===== src/hdl/cache_enum_regs.svh =====
// Constants for the cache parameter enumeration block
`ifndef CACHE_ENUM_REGS_SVH
`define CACHE_ENUM_REGS_SVH
// Leaf numbers
`define LEAF_CACHE_PARAMS 32'h0000_0004
`define LEAF_LIMIT_LOW 32'h0000_0003
`define LEAF_EXT_BASE 32'h8000_0000
// Misc-enable control bit that limits visible leaves
`define MISC_LEAF_LIMIT_BIT 22
// First result word fields
`define TYPE_LSB 0
`define TYPE_MSB 4
`define LEVEL_LSB 5
`define LEVEL_MSB 7
`define SELF_INIT_BIT 8
`define FULL_ASSOC_BIT 9
`define RSVD_A_LSB 10
`define RSVD_A_MSB 13
`define SHARE_LSB 14
`define SHARE_MSB 25
`define CORES_LSB 26
`define CORES_MSB 31
// Second result word fields
`define LINE_LSB 0
`define LINE_MSB 11
`define PART_LSB 12
`define PART_MSB 21
`define WAYS_LSB 22
`define WAYS_MSB 31
// Cache type codes
`define CTYPE_NULL 5'h00
`define CTYPE_DATA 5'h01
`define CTYPE_INSTR 5'h02
`define CTYPE_UNIFIED 5'h03
// Number of described cache entries
`define NUM_CACHES 3
`define SUBIDX_W 32
`endif


===== src/hdl/cache_enum_pkg.sv =====
// Types for the cache parameter enumeration block
`default_nettype none
package cache_enum_pkg;
   typedef struct packed {
      logic [31:0] leaf;
      logic [31:0] sub_index;
   } query_t;
   typedef struct packed {
      logic [31:0] first_result_word;
      logic [31:0] second_result_word;
      logic [31:0] set_count_word;
      logic [31:0] reserved_word;
   } result_t;
   typedef struct packed {
      logic [4:0] ctype;
      logic [2:0] level;
      logic self_init;
      logic full_assoc;
      logic [11:0] share_m1;
      logic [5:0] cores_m1;
      logic [11:0] line_m1;
      logic [9:0] part_m1;
      logic [9:0] ways_m1;
      logic [31:0] sets_m1;
   } cache_desc_t;
   typedef enum logic [1:0] {
      ST_IDLE = 2'b01,
      ST_DONE = 2'b10
   } qstate_t;
endpackage
`default_nettype wire


===== src/hdl/cache_desc_rom.sv =====
// Constant table of cache level descriptions selected by sub-index
`timescale 1ns/1ps
`default_nettype none
`include "cache_enum_regs.svh"
module cache_desc_rom
   import cache_enum_pkg::*;
(
   input wire logic [31:0] sub_index,
   output cache_enum_pkg::cache_desc_t desc
);
   import cache_enum_pkg::*;

   // Plain defaults; a real part sets these per product
   localparam cache_desc_t TABLE [`NUM_CACHES] = '{
      '{ctype: `CTYPE_DATA, level: 3'h1, self_init: 1'b1, full_assoc: 1'b0, share_m1: 12'h001,
        cores_m1: 6'h01, line_m1: 12'h03f, part_m1: 10'h000, ways_m1: 10'h007, sets_m1: 32'h0000_003f},
      '{ctype: `CTYPE_INSTR, level: 3'h1, self_init: 1'b1, full_assoc: 1'b0, share_m1: 12'h001,
        cores_m1: 6'h01, line_m1: 12'h03f, part_m1: 10'h000, ways_m1: 10'h007, sets_m1: 32'h0000_003f},
      '{ctype: `CTYPE_UNIFIED, level: 3'h2, self_init: 1'b1, full_assoc: 1'b0, share_m1: 12'h003,
        cores_m1: 6'h01, line_m1: 12'h03f, part_m1: 10'h000, ways_m1: 10'h00f, sets_m1: 32'h0000_0fff}
   };
   // Indices past the table give the null descriptor, which ends the walk
   always_comb begin
      desc = '0;
      if (sub_index < `NUM_CACHES) begin
         desc = TABLE[sub_index[1:0]];
      end
   end
endmodule
`default_nettype wire


===== src/hdl/cache_enum.sv =====
// Cache parameter enumeration answering the identification query
//
// Behaviour
// - First word bits 4:0 give cache type, bits 7:5 level from one.
// - First word bit 8 set when the level self-initialises.
// - First word bit 9 set when the level is fully associative.
// - First word bits 25:14 give sharing processors minus one.
// - First word bits 31:26 give cores per package minus one.
// - Second word bits 11:0 give coherency line size minus one.
// - Second word bits 21:12 give line partitions minus one.
// - Second word bits 31:22 give ways minus one.
// - Leaves above 3, below extended range, visible only when limit bit clear.
// - Size equals product of ways, partitions, line size and sets, each plus one.
`timescale 1ns/1ps
`default_nettype none
`include "cache_enum_regs.svh"
module cache_enum
   import cache_enum_pkg::*;
(
   input wire logic clk,
   input wire logic sys_rst,
   input wire logic query_valid,
   input wire cache_enum_pkg::query_t query,
   input wire logic [31:0] misc_enable,
   output logic result_valid,
   output logic leaf_hidden,
   output cache_enum_pkg::result_t result
);
   import cache_enum_pkg::*;

   ////////////////////////////////////////////////////////////////////////////
   // Decoding
   cache_desc_t desc;
   result_t res_nxt, res_r;
   logic valid_nxt, valid_r, hidden_nxt, hidden_r;
   qstate_t st_r, st_nxt;

   // Sub-index goes straight into the table lookup
   cache_desc_rom u_rom (
      .sub_index(query.sub_index),
      .desc(desc)
   );

   // Mid-range leaves are hidden while the limit bit is set
   function automatic logic leaf_visible(input logic [31:0] leaf, input logic [31:0] misc);
      leaf_visible = !((leaf > `LEAF_LIMIT_LOW) && (leaf < `LEAF_EXT_BASE)) || !misc[`MISC_LEAF_LIMIT_BIT];
   endfunction

   // Pack a descriptor into the four result words
   function automatic result_t pack(input cache_desc_t d);
      result_t r;
      r = '0; // Reserved bits and fourth word stay zero
      r.first_result_word[`TYPE_MSB:`TYPE_LSB] = d.ctype;
      r.first_result_word[`LEVEL_MSB:`LEVEL_LSB] = d.level;
      r.first_result_word[`SELF_INIT_BIT] = d.self_init;
      r.first_result_word[`FULL_ASSOC_BIT] = d.full_assoc;
      r.first_result_word[`SHARE_MSB:`SHARE_LSB] = d.share_m1;
      r.first_result_word[`CORES_MSB:`CORES_LSB] = d.cores_m1;
      r.second_result_word[`LINE_MSB:`LINE_LSB] = d.line_m1;
      r.second_result_word[`PART_MSB:`PART_LSB] = d.part_m1;
      r.second_result_word[`WAYS_MSB:`WAYS_LSB] = d.ways_m1;
      r.set_count_word = d.sets_m1;
      pack = r;
   endfunction

   ////////////////////////////////////////////////////////////////////////////
   // Answer path: one cycle from query to result
   always_comb begin
      res_nxt = res_r;
      valid_nxt = 1'b0;
      hidden_nxt = hidden_r;
      st_nxt = ST_IDLE;
      case (st_r)
         ST_IDLE, ST_DONE: begin
            if (query_valid) begin
               valid_nxt = 1'b1;
               st_nxt = ST_DONE;
               // Hidden leaf answers all zero rather than stale data
               hidden_nxt = !leaf_visible(query.leaf, misc_enable);
               if (query.leaf == `LEAF_CACHE_PARAMS && !hidden_nxt) begin
                  res_nxt = pack(desc); // Fields are taken from one geometry entry
               end else begin
                  res_nxt = '0;
               end
            end
         end
         default: begin
            st_nxt = ST_IDLE;
         end
      endcase
   end

   // Registers only
   always_ff @(posedge clk) begin
      if (sys_rst) begin
         res_r <= '0;
         valid_r <= 1'b0;
         hidden_r <= 1'b0;
         st_r <= ST_IDLE;
      end else begin
         res_r <= res_nxt;
         valid_r <= valid_nxt;
         hidden_r <= hidden_nxt;
         st_r <= st_nxt;
      end
   end

   assign result = res_r;
   assign result_valid = valid_r;
   assign leaf_hidden = hidden_r;
endmodule
`default_nettype wire


===== config.mk =====
export PLATFORM = sky130hd
export DESIGN_NAME = cache_enum
export DESIGN_NICKNAME = d
export VERILOG_FILES = /design/src/hdl/cache_enum_pkg.sv /design/src/hdl/cache_desc_rom.sv /design/src/hdl/cache_enum.sv
export VERILOG_INCLUDE_DIRS = /design/src /design/src/hdl
export SDC_FILE = /design/constraint.sdc
export NUM_CORES = 1
export LEC_CHECK = 0
export BUFFER_PORTS_ARGS = -buffer_cell sky130_fd_sc_hd__buf_4
export CORE_AREA = 2 2 89 91
export CTS_BUF_LIST = sky130_fd_sc_hd__clkbuf_8
export CTS_CLUSTER_SIZE = 30
export DETAILED_ROUTE_END_ITERATION = 7
export DIE_AREA = 0 0 91 93
export GPL_TIMING_DRIVEN = 0
export PLACE_DENSITY_LB_ADDON = 0.08
export SLEW_MARGIN = 10
export SYNTH_ARGS = -nofsm -noshare
export SYNTH_HDL_FRONTEND = slang
export SYNTH_SLANG_ARGS = --single-unit

===== constraint.sdc =====
create_clock -name clk -period 1.45 [get_ports clk]
set_input_delay 0.2175 -clock clk [delete_from_list [all_inputs] [get_ports clk]]
set_output_delay 0.2175 -clock clk [all_outputs]
set_load 0.05 [all_outputs]

==> key figures <==
Synthesis
  • Synth area leaders: buf_4 65%, dfxtp_1 11%, nor4_1 5.7%
  • Seq cells post-synth: 8
  • Largest area contributor in the netlist: buf_4
  • Synth Flop Type: dfxtp_1
  • Count leader, synth: buf_4
  • Post-synth top cells: 123 x buf_4, 13 x nor4_1, 8 x dfxtp_1, 7 x nand2_1
  • Distinct cells, synth: 23
  • Mapped Area: 1420 um^2
  • Post-synth top area share: 0.6502
  • Post-synthesis average cell area: 7.718 um^2
  • Seq/Total Area, Yosys: 0.1128
  • Syn Inst Count: 184
  • Asr flop ratio synth: 0
  • Ys Warns: 0
  • Post-synth EDFFs: 0

Die
  • Starting density of the core: 0.1887
  • Die width: 91 um
  • Cell row count: 32
  • Core Footprint: 7527 um^2
  • Die Ht: 93 um
  • Io pins: 229
  • Die area: 8463 um^2

GRT
  • Grt met1 use: 0.08681
  • Largest net degree at the start of global routing: 20
  • GR Layer Usage met3: 0.02176
  • First-pass GRT wire length: 5685 um
  • Initial antenna violation count: 0
  • GR Layer Usage met2: 0.1642
  • Grt peak-use layer: met2
  • Vias in the first global route: 1,221
  • Gr usage total: 0.08293
  • Grt total ovfl: 0

Clocking
  • CTS tree: done
  • Clock-pin slew on the worst setup and hold paths: 0.04 ns
  • Maximum level of the CTS H-tree: 1
  • Total CTS buffers: 3
  • Hold buffers post-CTS: 0
  • Post-CTS Setup Bufs: 0
  • Root Driver: clkbuf_8
  • Deepest clock path buffer count: 2
  • CTS Sinks: 8
  • Worst-skew pair later-pin latency: 0.23 ns

Timing
  • Final number of setup-violating endpoints: 0
  • WHS: 0.2239 ns
  • RSZ-0062 raised after global routing: true
  • Final worst-path cycle share: 0.9793
  • Hold Fails Final Rpt: 0
  • Layout Skew: 0.007990 ns
  • Max Slew Vio Count: 0
  • FMAX: 0.7042 GHz
  • Worst setup margin: 0.02995 ns
  • Post-route minimum period: 1.420 ns

Worst setup path
  • R2r setup slk: 0.05 ns
  • CP startpoint: query[32]
  • Critical path data arrival time: 1.56 ns
  • Worst Path Required: 1.59 ns
  • R2R depth: 4
  • FF-to-FF Start: result_valid$_SDFF_PP0_
  • Type of destination of the critical path: register
  • Critical Path End: result[101]$_SDFFE_PP0P_
  • R2R Path End: result[101]$_SDFFE_PP0P_
  • CP Max Fanout: 5
  • Type of origin of the critical path: input port
  • Setup CP Type: input port to register

Placement
  • Area after DPL: 2666 um^2
  • GP Congestion: 0.6872
  • HPWL Detailed: 3897 um
  • Input/output buffers: 99
  • Pre-CTS WS: -0.2585 ns

Worst hold path
  • Hold Crit Class: input port to register
  • Hold depth: 2

Layout
  • Area of the multi-input gates: 730.7 um^2
  • Fin nets: 488
  • Filler cells: 802
  • Ant diodes: 0
  • Design area: 2751 um^2
  • Util after Layout: 0.3655
  • Layout cells sized above 1: 0.6146
  • Register area: 166.4 um^2
  • Layout area overhead: 93.74%

Flow run
  • Max Cap Viol: 0

Drt
  • Final WL: 4088 um
  • Wirelength per Cell: 8.412 um
  • TritonRoute pass-1 iters: 2
  • Vias: 1,414
  • Initial drt markers: 6
  • Post-route DRC: 0
  • DR vias/cell: 2.909
  • ANT nets after route: 0

Outcome
  • Status: finished clean

Power
  • Peak supply drop: 0.0002411 V
  • PD cells: 535.8 nW/um^2
  • Total Power: 1.474 mW
  • P_leak: 1.701 nW
stage by stage:
step | cells | TNS [ns]
4_1_cts | 486 | 0
3_5_place_dp | 482 | -1.168
2_1_floorplan | 281 | -0.03030
3_3_place_gp | 482 | -1.254
5_1_grt | 486 | -0.05576
6_report | 486 | 0
state kept, by name, indices dropped and copies added, names as in the netlist:
| register | flops |
|---|---|
| leaf_hidden | 1 |
| result | 5 |
| result_valid | 1 |
| st_r | 1 |
cell families (layout without fill, tap and decap cells):
family,Yosys count,count (layout),share of synthesized area
fa+ha+maj,4,4,0.03524
buf+inv,127,230,0.6608
compound gates,8,8,0.04141
xor+xnor,1,1,0.006169
other cells,1,98,0.002641
simple gates,35,35,0.1410
flops,8,8,0.1128
per-layer routing:
layer  share of wire  routed length (um)
met1            0.32                1319
met5               0                   0
met4          0.0020                   8
met3           0.094                 384
met2            0.58                2375
critical path: stages:
cell	delay (ns)
buf_4	0.11
or4_4	0.51
or4_4	0.54
o31ai_2	0.19
power by group:
| group | switching, mW | internal (mW) | leakage (nW) | total, mW |
|---|---|---|---|---|
| registers | 0.00701 | 0.227 | 0.0658 | 0.234 |
| logic | 0.654 | 0.318 | 1.61 | 0.972 |
| clock network | 0.0852 | 0.183 | 0.0269 | 0.268 |
| total | 0.746 | 0.728 | 1.70 | 1.47 |
cell type report:
| class | instances | area share |
|---|---|---|
| multi-input combinational | 146 | 0.2656 |
| timing repair buffer | 99 | 0.2701 |
| clock inverter | 1 | 0.001364 |
| sequential | 8 | 0.06048 |
| clock buffer | 3 | 0.01501 |
| buffer | 123 | 0.3356 |
| inverter | 4 | 0.005457 |
| tap | 102 | 0.04638 |
worst min-delay path by stage:
stage	endpoint	startpoint	slack, ns
floorplan	result[101]$_SDFFE_PP0P_	query[1]	0.32
global placement	result[97]$_SDFFE_PP0P_	result[97]$_SDFFE_PP0P_	0.45
detailed placement	result[97]$_SDFFE_PP0P_	result[97]$_SDFFE_PP0P_	0.45
CTS	result[101]$_SDFFE_PP0P_	query[1]	0.22
global route	result[101]$_SDFFE_PP0P_	query[1]	0.23
finish	result[101]$_SDFFE_PP0P_	query[1]	0.22
what timing repair did:
| item | in CTS | in global routing |
|---|---|---|
| endpoints found under the hold margin | 0 | 0 |
| gates resized for setup | 2 | 6 |
| pin swaps | 1 | 1 |
| endpoints found under the setup margin | 21 | 4 |
cell usage in the layout (no fill, tap or decap):
cell and n:
xor2_4 1, or4_4 2, dfxtp_4 1, nor4_1 11, a21oi_1 1, nor2b_1 1, nand3_1 3, nor3_1 1
and4_1 2, dfxtp_1 5, o21ai_0 2, inv_1 5, a311oi_1 1, nor4_2 2, nor2_1 3, buf_4 222
dfxtp_2 2, o31ai_2 3, nand2b_1 1, ha_1 4, a21o_1 1, nand2_1 7, nand4_1 2, conb_1 98
clkbuf_8 3
(Power assumes the default switching activity.)
